<file path="src/coef_store_pkg.sv">
package coef_store_pkg;

	// ----------------------------------------------------------------
	// widths
	// ----------------------------------------------------------------
	localparam int ADDR_W = 8;
	localparam int WORD_W = 16;
	localparam int SLOTS  = 8;
	localparam int SLOT_W = 3;
	localparam int NCOEF  = 7;
	localparam int MAG_W  = 17;
	localparam int COEF_W = 18;

	// ----------------------------------------------------------------
	// word addresses of the calibration store
	// ----------------------------------------------------------------
	localparam logic [7:0] FLAG_ADDR          = 8'h03;
	localparam logic [7:0] BRIDGE_OFFSET_ADDR = 8'h05;
	localparam logic [7:0] BRIDGE_GAIN_ADDR   = 8'h06;
	localparam logic [7:0] GAIN_TEMP_ADDR     = 8'h07;
	localparam logic [7:0] OFFSET_TEMP_ADDR   = 8'h08;
	localparam logic [7:0] OFFSET_TEMP_SQ_ADDR = 8'h09;
	localparam logic [7:0] GAIN_TEMP_SQ_ADDR  = 8'h0a;
	localparam logic [7:0] BRIDGE_SQ_ADDR     = 8'h0b;

	// ----------------------------------------------------------------
	// flag word layout: coefficient k owns bits 2k (bit 16) and 2k+1 (sign)
	// ----------------------------------------------------------------
	localparam int FLAG_MSB_OFS  = 0;
	localparam int FLAG_SIGN_OFS = 1;
	localparam int FLAG_STRIDE   = 2;

	// ----------------------------------------------------------------
	// reset values
	// ----------------------------------------------------------------
	localparam logic [15:0] FLAG_RESET    = 16'h0000;
	localparam logic [15:0] COEF_RESET    = 16'h0000;
	localparam logic [15:0] OFFSET_PROTO  = 16'h0000;
	localparam logic [15:0] OFFSET_VOLUME = 16'h7000;
	localparam logic [15:0] GAIN_PROTO    = 16'h0000;
	localparam logic [15:0] GAIN_VOLUME   = 16'h8000;

	// ----------------------------------------------------------------
	// offset window: one step of 1/16 per 1000 hex
	// ----------------------------------------------------------------
	localparam int          WIN_MSB     = 14;
	localparam int          WIN_LSB     = 12;
	localparam int          WIN_SEL_MSB = 15;
	localparam logic [15:0] WIN_STEP    = 16'h1000;
	localparam logic [15:0] WIN_TOP     = 16'h7000;
	localparam logic [2:0]  WIN_TOP_IDX = 3'h7;

	// address decode shared by the write and the read path: {hit, slot}
	function automatic logic [3:0] slot_of(logic [7:0] a);
		case (a)
			FLAG_ADDR:           return 4'h8;
			BRIDGE_OFFSET_ADDR:  return 4'h9;
			BRIDGE_GAIN_ADDR:    return 4'ha;
			GAIN_TEMP_ADDR:      return 4'hb;
			OFFSET_TEMP_ADDR:    return 4'hc;
			OFFSET_TEMP_SQ_ADDR: return 4'hd;
			GAIN_TEMP_SQ_ADDR:   return 4'he;
			BRIDGE_SQ_ADDR:      return 4'hf;
			default:             return 4'h0;
		endcase
	endfunction

	// sign-magnitude to two's complement; a set sign means negative
	function automatic logic signed [17:0] sm_to_signed(logic [16:0] mag, logic neg);
		logic signed [17:0] v;
		v = $signed({1'b0, mag});
		return neg ? -v : v;
	endfunction

endpackage

</file>
<file path="src/coef_store_if.sv">
`timescale 1ns/1ps
interface coef_store_if;
	logic                                      wr;     // write strobe
	logic [coef_store_pkg::SLOT_W-1:0]         wslot;  // write slot
	logic [coef_store_pkg::WORD_W-1:0]         wdata;  // write data
	logic                                      rd;     // read strobe
	logic                                      rzero;  // read of an unmapped word
	logic [coef_store_pkg::SLOT_W-1:0]         rslot;  // read slot
	logic [coef_store_pkg::WORD_W-1:0]         rdata;  // registered read data
	logic [coef_store_pkg::WORD_W-1:0]         words [coef_store_pkg::SLOTS];

	modport store (input wr, wslot, wdata, rd, rzero, rslot, output rdata, words);
	modport ctrl  (output wr, wslot, wdata, rd, rzero, rslot, input rdata, words);
endinterface

</file>
<file path="src/coef_store.sv">
`timescale 1ns/1ps
module coef_store #(
	parameter bit VOLUME_PART = 1'b0 // 0: prototype defaults, 1: volume defaults
) (
	input  wire logic                                      mclk,                // 250 MHz clock
	input  wire logic                                      rst_n,               // async reset
	input  wire logic                                      wr_en,               // word write strobe
	input  wire logic                                      rd_en,               // word read strobe
	input  wire logic [coef_store_pkg::ADDR_W-1:0]         addr,                // word address
	input  wire logic [coef_store_pkg::WORD_W-1:0]         wdata,               // write data
	output logic      [coef_store_pkg::WORD_W-1:0]         rdata,               // read data
	output logic                                           rd_valid,            // read data pulse
	output logic                                           addr_err,            // unmapped access pulse
	output logic signed [coef_store_pkg::COEF_W-1:0]       bridge_offset_coef,  // offset
	output logic signed [coef_store_pkg::COEF_W-1:0]       bridge_gain_coef,    // gain
	output logic signed [coef_store_pkg::COEF_W-1:0]       gain_temp_coef,      // gain drift
	output logic signed [coef_store_pkg::COEF_W-1:0]       offset_temp_coef,    // offset drift
	output logic signed [coef_store_pkg::COEF_W-1:0]       offset_temp_sq_coef, // 2nd order offset
	output logic signed [coef_store_pkg::COEF_W-1:0]       gain_temp_sq_coef,   // 2nd order gain
	output logic signed [coef_store_pkg::COEF_W-1:0]       bridge_sq_coef,      // 2nd order bridge
	output logic      [2:0]                                offset_window,       // window step 0..7
	output logic                                           offset_window_exact  // on a 1000 hex step
);

	// ----------------------------------------------------------------
	// default image: slot 0 flags, slots 1..7 coefficient low words
	// ----------------------------------------------------------------
	localparam logic [15:0] OFFSET_DEF = VOLUME_PART ? coef_store_pkg::OFFSET_VOLUME
	                                                 : coef_store_pkg::OFFSET_PROTO;
	localparam logic [15:0] GAIN_DEF   = VOLUME_PART ? coef_store_pkg::GAIN_VOLUME
	                                                 : coef_store_pkg::GAIN_PROTO;
	localparam logic [coef_store_pkg::SLOTS*coef_store_pkg::WORD_W-1:0] RESET_IMAGE = {
		{5{coef_store_pkg::COEF_RESET}}, GAIN_DEF, OFFSET_DEF, coef_store_pkg::FLAG_RESET};

	coef_store_if bus ();

	logic [3:0]                               wdec;
	logic [3:0]                               rdec;
	logic                                     rd_valid_q;
	logic                                     rd_valid_d;
	logic                                     addr_err_q;
	logic                                     addr_err_d;
	logic [coef_store_pkg::MAG_W-1:0]         mag [coef_store_pkg::NCOEF];
	logic                                     neg [coef_store_pkg::NCOEF];
	logic signed [coef_store_pkg::COEF_W-1:0] coef_d [coef_store_pkg::NCOEF];
	logic signed [coef_store_pkg::COEF_W-1:0] coef_q [coef_store_pkg::NCOEF];
	logic [2:0]                               win_d;
	logic [2:0]                               win_q;
	logic                                     exact_d;
	logic                                     exact_q;
	logic                                     offset_temp_sq_negative;
	logic                                     gain_temp_sq_negative;
	logic                                     bridge_sq_negative;
	logic [coef_store_pkg::WORD_W-1:0]        flags;

	// ----------------------------------------------------------------
	// word access: inputs come from the host decoder on this clock
	// ----------------------------------------------------------------
	assign wdec      = coef_store_pkg::slot_of(addr);
	assign rdec      = coef_store_pkg::slot_of(addr);
	assign bus.wr    = wr_en && wdec[3]; // writes to unmapped words are dropped
	assign bus.wslot = wdec[2:0];
	assign bus.wdata = wdata;
	assign bus.rd    = rd_en;
	assign bus.rzero = !rdec[3]; // unmapped words read as zero
	assign bus.rslot = rdec[2:0];

	coef_mem #(
		.RESET_WORDS (RESET_IMAGE)
	) u_mem (
		.mclk  (mclk),
		.rst_n (rst_n),
		.bus   (bus.store)
	);

	// read answer and error strobe, one cycle after the request
	always_comb begin
		rd_valid_d = rd_en;
		addr_err_d = (rd_en || wr_en) && !wdec[3];
	end

	always_ff @(posedge mclk or negedge rst_n) begin
		if (!rst_n) begin
			rd_valid_q <= 1'b0;
			addr_err_q <= 1'b0;
		end else begin
			rd_valid_q <= rd_valid_d;
			addr_err_q <= addr_err_d;
		end
	end

	// ----------------------------------------------------------------
	// coefficient assembly from low word plus flag pair
	// ----------------------------------------------------------------
	assign flags = bus.words[0];

	for (genvar k = 0; k < coef_store_pkg::NCOEF; k++) begin : g_coef
		// coefficient k: bit 16 at flag 2k, sign at flag 2k+1
		assign mag[k] = {flags[coef_store_pkg::FLAG_STRIDE*k + coef_store_pkg::FLAG_MSB_OFS],
		                 bus.words[k+1]};
		assign neg[k] = flags[coef_store_pkg::FLAG_STRIDE*k + coef_store_pkg::FLAG_SIGN_OFS];
	end

	// signed form is what the correction arithmetic consumes
	always_comb begin
		for (int k = 0; k < coef_store_pkg::NCOEF; k++) begin
			coef_d[k] = coef_store_pkg::sm_to_signed(mag[k], neg[k]);
		end
	end

	// registered every cycle with no gating, so a half-written pair reaches the arithmetic one edge later
	always_ff @(posedge mclk or negedge rst_n) begin
		if (!rst_n) begin
			for (int k = 0; k < coef_store_pkg::NCOEF; k++) begin
				coef_q[k] <= '0;
			end
		end else begin
			coef_q <= coef_d;
		end
	end

	// ----------------------------------------------------------------
	// offset window selection
	// ----------------------------------------------------------------
	// step 7 is -1/16..15/16, step 0 is -8/16..8/16; other codes flag inexact
	always_comb begin
		win_d   = bus.words[1][coef_store_pkg::WIN_MSB:coef_store_pkg::WIN_LSB];
		exact_d = !bus.words[1][coef_store_pkg::WIN_SEL_MSB]
		          && (bus.words[1][coef_store_pkg::WIN_LSB-1:0] == '0);
	end

	always_ff @(posedge mclk or negedge rst_n) begin
		if (!rst_n) begin
			win_q   <= 3'h0;
			exact_q <= 1'b0;
		end else begin
			win_q   <= win_d;
			exact_q <= exact_d;
		end
	end

	// ----------------------------------------------------------------
	// outputs
	// ----------------------------------------------------------------
	assign rdata                   = bus.rdata;
	assign rd_valid                = rd_valid_q;
	assign addr_err                = addr_err_q;
	assign bridge_offset_coef      = coef_q[0];
	assign bridge_gain_coef        = coef_q[1];
	assign gain_temp_coef          = coef_q[2];
	assign offset_temp_coef        = coef_q[3];
	assign offset_temp_sq_coef     = coef_q[4];
	assign gain_temp_sq_coef       = coef_q[5];
	assign bridge_sq_coef          = coef_q[6];
	assign offset_window           = win_q;
	assign offset_window_exact     = exact_q;
	assign offset_temp_sq_negative = neg[4];
	assign gain_temp_sq_negative   = neg[5];
	assign bridge_sq_negative      = neg[6];

	// ----------------------------------------------------------------
	// checks
	// ----------------------------------------------------------------
	logic init_seen_q;
	always_ff @(posedge mclk or negedge rst_n) begin
		if (!rst_n) begin
			init_seen_q <= 1'b0;
		end else begin
			init_seen_q <= 1'b1;
		end
	end

	// helper for the refused-access checks: any word outside 03 and 05..0b
	logic addr_hole;
	assign addr_hole = addr != coef_store_pkg::FLAG_ADDR
	                   && (addr < coef_store_pkg::BRIDGE_OFFSET_ADDR
	                   || addr > coef_store_pkg::BRIDGE_SQ_ADDR);
endmodule

</file>
<file path="src/coef_mem.sv">
`timescale 1ns/1ps
module coef_mem #(
	parameter logic [coef_store_pkg::SLOTS*coef_store_pkg::WORD_W-1:0] RESET_WORDS = '0
) (
	input wire logic   mclk,  // system clock
	input wire logic   rst_n, // async reset, active low
	coef_store_if.store bus   // access and word view
);

	logic [coef_store_pkg::WORD_W-1:0] words_q [coef_store_pkg::SLOTS];
	logic [coef_store_pkg::WORD_W-1:0] words_d [coef_store_pkg::SLOTS];
	logic [coef_store_pkg::WORD_W-1:0] rdata_q;
	logic [coef_store_pkg::WORD_W-1:0] rdata_d;

	// ----------------------------------------------------------------
	// next values: write to one slot, read holds until the next read
	// ----------------------------------------------------------------
	always_comb begin
		for (int i = 0; i < coef_store_pkg::SLOTS; i++) begin
			words_d[i] = words_q[i];
		end
		if (bus.wr) begin
			words_d[bus.wslot] = bus.wdata;
		end
		rdata_d = rdata_q;
		if (bus.rd) begin
			rdata_d = bus.rzero ? '0 : words_q[bus.rslot]; // old value on a same-cycle write
		end
	end

	// reset loads the part's default image, a constant per slot
	always_ff @(posedge mclk or negedge rst_n) begin
		if (!rst_n) begin
			for (int i = 0; i < coef_store_pkg::SLOTS; i++) begin
				words_q[i] <= RESET_WORDS[i*coef_store_pkg::WORD_W +: coef_store_pkg::WORD_W];
			end
			rdata_q <= '0;
		end else begin
			words_q <= words_d;
			rdata_q <= rdata_d;
		end
	end

	assign bus.words = words_q;
	assign bus.rdata = rdata_q;

endmodule

</file>
<file path="config.mk">
export PLATFORM = sky130hd
export DESIGN_NAME = coef_store
export DESIGN_NICKNAME = d
export VERILOG_FILES = /design/src/coef_store_pkg.sv /design/src/coef_store_if.sv /design/src/coef_store.sv /design/src/coef_mem.sv
export SDC_FILE = /design/constraint.sdc
export NUM_CORES = 1
export LEC_CHECK = 0
export ABC_AREA = 1
export BUFFER_PORTS_ARGS = -buffer_cell sky130_fd_sc_hd__buf_2
export CAP_MARGIN = 20
export CELL_PAD_IN_SITES_DETAIL_PLACEMENT = 2
export CELL_PAD_IN_SITES_GLOBAL_PLACEMENT = 2
export CORE_MARGIN = 4
export CORE_UTILIZATION = 37
export CTS_CLUSTER_DIAMETER = 200
export CTS_CLUSTER_SIZE = 14
export DETAILED_ROUTE_END_ITERATION = 6
export GPL_TIMING_DRIVEN = 0
export PLACE_DENSITY = 0.82
export SYNTH_ARGS = -nofsm -noshare
export SYNTH_HDL_FRONTEND = slang
export SYNTH_SLANG_ARGS = --single-unit
</file>
<file path="constraint.sdc">
create_clock -name mclk -period 2.4 [get_ports mclk]
set_clock_uncertainty 0.1 [all_clocks]
set_input_delay 0 -clock mclk [delete_from_list [all_inputs] [get_ports mclk]]
set_output_delay 0 -clock mclk [all_outputs]
set_load 0.05 [all_outputs]
</file>
==> flow_summary.json, run 1 <==
{
  "syn_to_final_growth_pct": 18.4,
  "clk_pin_slew_ps": 70,
  "num_antenna_cells": 0,
  "pwr-share-comb_pct": 12.5,
  "avgSynthCellArea_um2": 8.49,
  "yosys_warnings": 0,
  "cts_num_sinks": 276,
  "grt_pass1_vias": 12800,
  "critPathRequiredTime_ps": 2770,
  "worstHoldPathType": "in2reg",
  "synth_cell_type_count": 32,
  "cp_max_fo": 10,
  "maxCapViolCount": 0,
  "place_area_um2": 14200,
  "p_sw_mw": 2.76,
  "cp-start-kind": "input pin",
  "seq_area_um2": 6910,
  "cts_tree": "built",
  "die-width_um": 193,
  "status": "complete, no violations",
  "grt_antenna_before_repair": 4,
  "final_nets": 1755,
  "worstMarginPinSlew_ps": 787,
  "clockRootBuffer": "clkbuf_16",
  "worstSkewPairLatency_ps": 540,
  "period_needed_ps": 2140,
  "finalHoldViolations": 0,
  "max_freq_ghz": 0.468,
  "grt_max_degree": 116,
  "wl_um": 50800,
  "p_leak_nw": 7.96,
  "port_buffers": 175,
  "rsz0062_at_grt": "no",
  "drtAntennaViolNets": 0,
  "synthTopCellsByArea": "dfrtp_1 54%, nand2_1 11%, o21ai_0 5.9%",
  "slew_violations": 0,
  "die-area_um2": 37400,
  "ys_seq_area_share_pct": 54.3,
  "synth_seq_cells": 276,
  "grt-ovfl-total": 0,
  "drt_first_pass_iters": 5,
  "synthesis.area_um2": 12700,
  "first_iter_violations": 735,
  "slew_headroom_pct": 47.5,
  "via_per_inst": 5.35,
  "synth_top_cell_by_area": "dfrtp_1",
  "layout-drive-gt1-share_pct": 14.5,
  "num_rows": 67,
  "yosysTopAreaCellShare_pct": 54.3,
  "setup_viol_count_final": 0,
  "synth_top_cells_by_count": "371 x nand2_1, 276 x dfrtp_1, 170 x inv_1",
  "hpwlAfterDp_um": 37500,
  "seqPwrFrac_pct": 51.2,
  "synth_edf_count": 0,
  "boundaryPins": 176,
  "placed_cells": 2123,
  "cts_max_level": 1,
  "synth_ff_type": "dfrtp_1",
  "p_int_mw": 6.86,
  "start_util_pct": 37.7,
  "worst-setup-path-type": "in2reg",
  "vias": 11600,
  "finalWorstSetupSlack_ps": 265,
  "async_flop_share_pct": 100,
  "endpoint_kind": "register",
  "finalCritPeriodShare_pct": 89.0,
  "cts_buffers": 23,
  "clockBufferDepth": 3,
  "avgRoutedWirePerCell_um": 23.4,
  "fin_area_um2": 15000,
  "drc": 0,
  "yosys.cell_count.top_type": "nand2_1",
  "fill_cells": 3831,
  "power.density_nw_per_um2": 639,
  "switching_share_pct": 28.7,
  "multi_input_area_um2": 4920,
  "vdd_drop_max_v": 0.000495,
  "arrival_ps": 2510,
  "die_h_um": 193,
  "power.total_mw": 9.62,
  "stdcell_count": 2168,
  "coreArea_um2": 33700,
  "netlist_instances": 1498,
  "syn_nets": 1533,
  "grt_pass1_wl_um": 78300,
  "place_ws_ps": -141,
  "post_cts_buffers": 0,
  "gp_congestion": 0.938,
  "grt_use_total_pct": 26.7,
  "p_clk_share_pct": 36.3
}
[cells in the final DEF, fill, tap and decap left out, drive strengths merged, types with 2 or more instances in the layout]
cell type	synthesis	final
a21oi	10	10
a31oi	4	4
buf	28	206
clkbuf	25	48
dfrtp	276	276
dlygate4sd3	0	19
ha	7	7
inv	172	173
nand2	377	377
nand3	104	104
nand3b	2	2
nand4	61	61
nor2	144	144
nor3	19	19
nor4	8	8
o211ai	7	7
o21ai	156	156
o21bai	8	8
xnor2	6	6
xor2	80	80
[through the flow]
step           utilization (%)  hold slack (ps)  setup TNS (ps)
2_1_floorplan                -             -396               0
3_3_place_gp              42.0             25.2        -1035470
3_5_place_dp              42.2             -142            -599
4_1_cts                   44.7             1.18               0
5_1_grt                   44.7             26.2               0
6_report                  44.7             32.9               0
[worst max-delay path, stage by stage]
cell	delay (ps)
dlygate4sd3_1	550
buf_2	160
inv_1	80
nand2_1	100
nand2_2	230
inv_1	80
nor2_1	310
clkbuf_1	470
nand2_1	130
nand3_1	150
nand3_1	160
nand2_1	90
[layout make-up]
type	instances	area share, %
plain buffers	53	1.57
clock buffers	23	3.82
clock inverters	2	0.258
flip-flops and latches	276	45.9
well taps	448	3.72
repair buffers	197	7.70
inverters	173	4.31
multi-input cells	996	32.7
[path summary, 6_finish.rpt]
check	start	endpoint	slack [ps]	cells past startpoint
worst max-delay path	addr[3]	u_mem.bus.rdata[15]	260	12
worst min-delay path	wdata[10]	u_mem.bus.words[58]	30	3
worst max register to register	u_mem.bus.words[80]	bridge_gain_coef[16]	430	9
worst min register to register	u_mem.bus.rdata[13]	u_mem.bus.rdata[13]	390	2
max in group asynchronous	rst_n	u_mem.bus.words[11]	1090	4
min in group asynchronous	rst_n	gain_temp_sq_coef[3]	500	4
[registers in the layout (all words and copies together) (netlist names)]
register / cells
bridge_gain_coef: 18
offset_temp_coef: 18
u_mem.bus.rdata: 16
offset_window_exact: 1
offset_window: 3
offset_temp_sq_coef: 18
addr_err: 1
bridge_sq_coef: 18
u_mem.bus.words: 128
rd_valid: 1
gain_temp_sq_coef: 18
bridge_offset_coef: 18
gain_temp_coef: 18
[power groups by stage]
| stage | logic [mW] | registers (mW) | clock network (mW) |
|---|---|---|---|
| 6_report | 1.20 | 4.93 | 3.49 |
| 3_3_place_gp | 1.12 | 5.00 | 0 |
| 2_1_floorplan | 0.412 | 5.23 | 0 |
| 3_5_place_dp | 1.16 | 5.01 | 0 |
| 4_1_cts | 1.21 | 4.92 | 3.57 |
| 5_1_grt | 1.30 | 4.94 | 3.78 |
[layer usage]
layer	vias up	global-route usage, %	part of all wire (%)
met1	5986	34.4	42
li1	5226	-	-
met4	0	8.21	3.7
met5	-	0	0
met2	295	47.6	50
met3	95	2.94	3.9
[what timing repair did]
| item | in CTS | in global routing |
|---|---|---|
| resized for setup | 0 | 0 |
| hold endpoints to repair | 321 | 0 |
| hold buffers | 20 | 0 |
[cells by family (layout without fill, tap and decap cells)]
logic type      Yosys count  count (layout)  share of synthesized area, %
compound gates          188             188                          7.80
xor+xnor                 86              86                          5.92
fa+ha+maj                 7               7                         0.689
buf+inv                 226             448                          6.97
flops                   276             276                          54.3
simple gates            715             715                          24.3
Power figures use the tool's default switching activity.
==> run 2: changes to the inputs <==
Settings changed: ABC_AREA 1 to not set, CORE_UTILIZATION 37 to 42, GPL_TIMING_DRIVEN 0 to 1.
==> run 2 against run 1 <==
Against the previous run: synthesized area shrank 4.1%; sequential power grew 4.9%; via count shrank 23%; worst setup slack lost 200 ps; first-iteration DRC count shrank 8.0%; largest power group unchanged; clock power is essentially flat; critical endpoint is now bridge_sq_coef[11]; core utilization grew 6.2 points; final cell count shrank 29%; largest cell class unchanged.
==> flow_summary.json, run 2 <==
{
  "vias": 8958,
  "yosys_warnings": 0,
  "num_antenna_cells": 0,
  "finalCritPeriodShare_pct": 97.2,
  "boundaryPins": 176,
  "synth_top_cell_by_area": "dfrtp_1",
  "fill_cells": 2816,
  "syn_to_final_growth_pct": 19.7,
  "async_flop_share_pct": 100,
  "vdd_drop_max_v": 0.000437,
  "drt_first_pass_iters": 5,
  "die_h_um": 178,
  "p_int_mw": 7.28,
  "netlist_instances": 928,
  "power.density_nw_per_um2": 727,
  "yosys.cell_count.top_type": "dfrtp_1",
  "cts_buffers": 23,
  "layout-drive-gt1-share_pct": 35.5,
  "seqPwrFrac_pct": 48.8,
  "rsz0062_at_grt": "no",
  "maxCapViolCount": 0,
  "cts_num_sinks": 276,
  "stdcell_count": 1530,
  "worstHoldPathType": "in2reg",
  "drtAntennaViolNets": 0,
  "mostFrequentLayoutCells": "276 x dfrtp_1, 174 x buf_2, 118 x mux2_2",
  "worstSkewPairLatency_ps": 530,
  "rr_startpoint": "u_mem.bus.words[6]",
  "first_iter_violations": 676,
  "slew_headroom_pct": 41.8,
  "final_nets": 1182,
  "p_sw_mw": 3.32,
  "placed_cells": 1481,
  "synth_top_cells_by_count": "276 x dfrtp_1, 118 x mux2_2, 105 x xnor2_1",
  "num_rows": 62,
  "hpwlAfterDp_um": 30000,
  "synthTopCellsByArea": "dfrtp_1 57%, mux2_2 11%, xnor2_1 7.5%",
  "max_freq_ghz": 0.429,
  "cts_tree": "built",
  "min_path_cells": 5,
  "die-width_um": 178,
  "worst-setup-path-type": "reg2reg",
  "reg2reg_depth": 4,
  "slew_violations": 0,
  "clk_pin_slew_ps": 80,
  "clockRootBuffer": "clkbuf_16",
  "via_per_inst": 5.85,
  "start_util_pct": 42.5,
  "endpoint_kind": "register",
  "place_ws_ps": 51.4,
  "critPathRequiredTime_ps": 2760,
  "period_needed_ps": 2330,
  "ys_seq_area_share_pct": 56.7,
  "hp-start": "addr[6]",
  "die-area_um2": 31800,
  "status": "complete, no violations",
  "syn_nets": 963,
  "grt-ovfl-total": 0,
  "final_common_cell": "dfrtp_1",
  "wl_um": 43700,
  "cp_max_fo": 5,
  "p_leak_nw": 7.28,
  "synth_seq_cells": 276,
  "utilization_pct": 50.8,
  "pwr-share-comb_pct": 18.3,
  "grt_pass1_wl_um": 65900,
  "p_clk_share_pct": 32.9,
  "finalWorstSetupSlack_ps": 67.6,
  "drc": 0,
  "grt_max_degree": 76,
  "timing.setup.tns_ps": 0,
  "largest_reg_flops": 128,
  "min_to": "u_mem.bus.rdata[0]",
  "synth_edf_count": 0,
  "switching_share_pct": 31.3,
  "yosysTopAreaCellShare_pct": 56.7,
  "avgSynthCellArea_um2": 13.1,
  "arrival_ps": 2690,
  "synthesis.area_um2": 12200,
  "grt_antenna_before_repair": 0,
  "worst-r2r-setup-slack_ps": 70,
  "grt_use_total_pct": 27.5,
  "finalHoldViolations": 0,
  "avgRoutedWirePerCell_um": 28.6,
  "grt_pass1_vias": 10000,
  "coreArea_um2": 28700,
  "clockBufferDepth": 3,
  "setup_viol_count_final": 0,
  "cts_max_level": 1,
  "synth_cell_type_count": 46,
  "r2r_end": "bridge_sq_coef[11]",
  "worstMarginPinSlew_ps": 870,
  "port_buffers": 175,
  "synth_ff_type": "dfrtp_1",
  "gp_congestion": 0.881,
  "cp-start-kind": "register"
}
==> run 2: how the worst max path moves through the flow <==
| stage | to | cells past startpoint | slack, ps | start |
|---|---|---|---|---|
| 3_3_place_gp | gain_temp_sq_coef[14] | 4 | 270 | u_mem.bus.words[22] |
| 3_5_place_dp | gain_temp_sq_coef[14] | 4 | 50 | u_mem.bus.words[22] |
| 5_1_grt | bridge_sq_coef[11] | 4 | 5 | u_mem.bus.words[6] |
| 2_1_floorplan | bridge_offset_coef[13] | 4 | 380 | u_mem.bus.words[102] |
| 6_report | bridge_sq_coef[11] | 4 | 70 | u_mem.bus.words[6] |
| 4_1_cts | offset_temp_sq_coef[14] | 4 | 50 | u_mem.bus.words[38] |
==> run 2: metrics by stage <==
step                power, mW  hold WS (ps)  cell area (um^2)
floorplan                6.37          -396             12200
global placement         7.01         -74.6             13700
detailed placement       7.11         -72.2             13700
CTS                      10.7          13.3             14600
global route             11.0          60.6             14600
finish                   10.6          49.8             14600
==> run 2: layout make-up <==
| class | instances | area (um^2) | share of cell area [%] |
|---|---|---|---|
| flip-flops and latches | 276 | 6910 | 47.4 |
| multi-input cells | 571 | 4950 | 34.0 |
| repair buffers | 242 | 1510 | 10.4 |
| clock buffers | 23 | 576 | 3.95 |
| well taps | 384 | 480 | 3.29 |
| inverters | 33 | 124 | 0.849 |
| clock inverters | 1 | 30.0 | 0.206 |
==> run 2: critical path, cell delays in order (launching register included) <==
cell and delay [ps]:
dfrtp_1 490, nor4_2 510, or3b_2 570, o41ai_1 430
xnor2_1 170
==> run 2: repair_timing <==
action,CTS,global route
pin swaps,0,0
hold endpoints to repair,422,0
hold buffers,25,0
endpoints found under the setup margin,5,6
cloned,0,0
resized for setup,2,3
buffers inserted,0,0
==> run 2: cells by family (layout without fill, tap and decap cells) <==
group | after synthesis | in the layout | share of synthesized area [%]
AOI/OAI and AO/OA | 147 | 147 | 8.35
xor gates and xnor gates | 105 | 105 | 7.54
adders and majority gates | 7 | 7 | 0.719
buffers and inverters | 81 | 299 | 3.01
DFF | 276 | 276 | 56.7
muxes | 158 | 158 | 16.2
and+or+nand+nor | 154 | 154 | 7.48
==> run 2: power groups by stage <==
stage | Sequential (mW) | Clock, mW | Combinational [mW]
global placement | 5.22 | 0 | 1.79
CTS | 5.16 | 3.56 | 1.94
global route | 5.20 | 3.75 | 2.06
detailed placement | 5.24 | 0 | 1.87
floorplan | 5.72 | 0 | 0.656
finish | 5.17 | 3.49 | 1.94
==> run 2: routing by layer <==
metal  part of all wire, %  GRT usage [%]
met5                     0              0
met4                   3.9           10.3
met3                   5.6           4.56
met2                    49           45.5
met1                    42           36.5
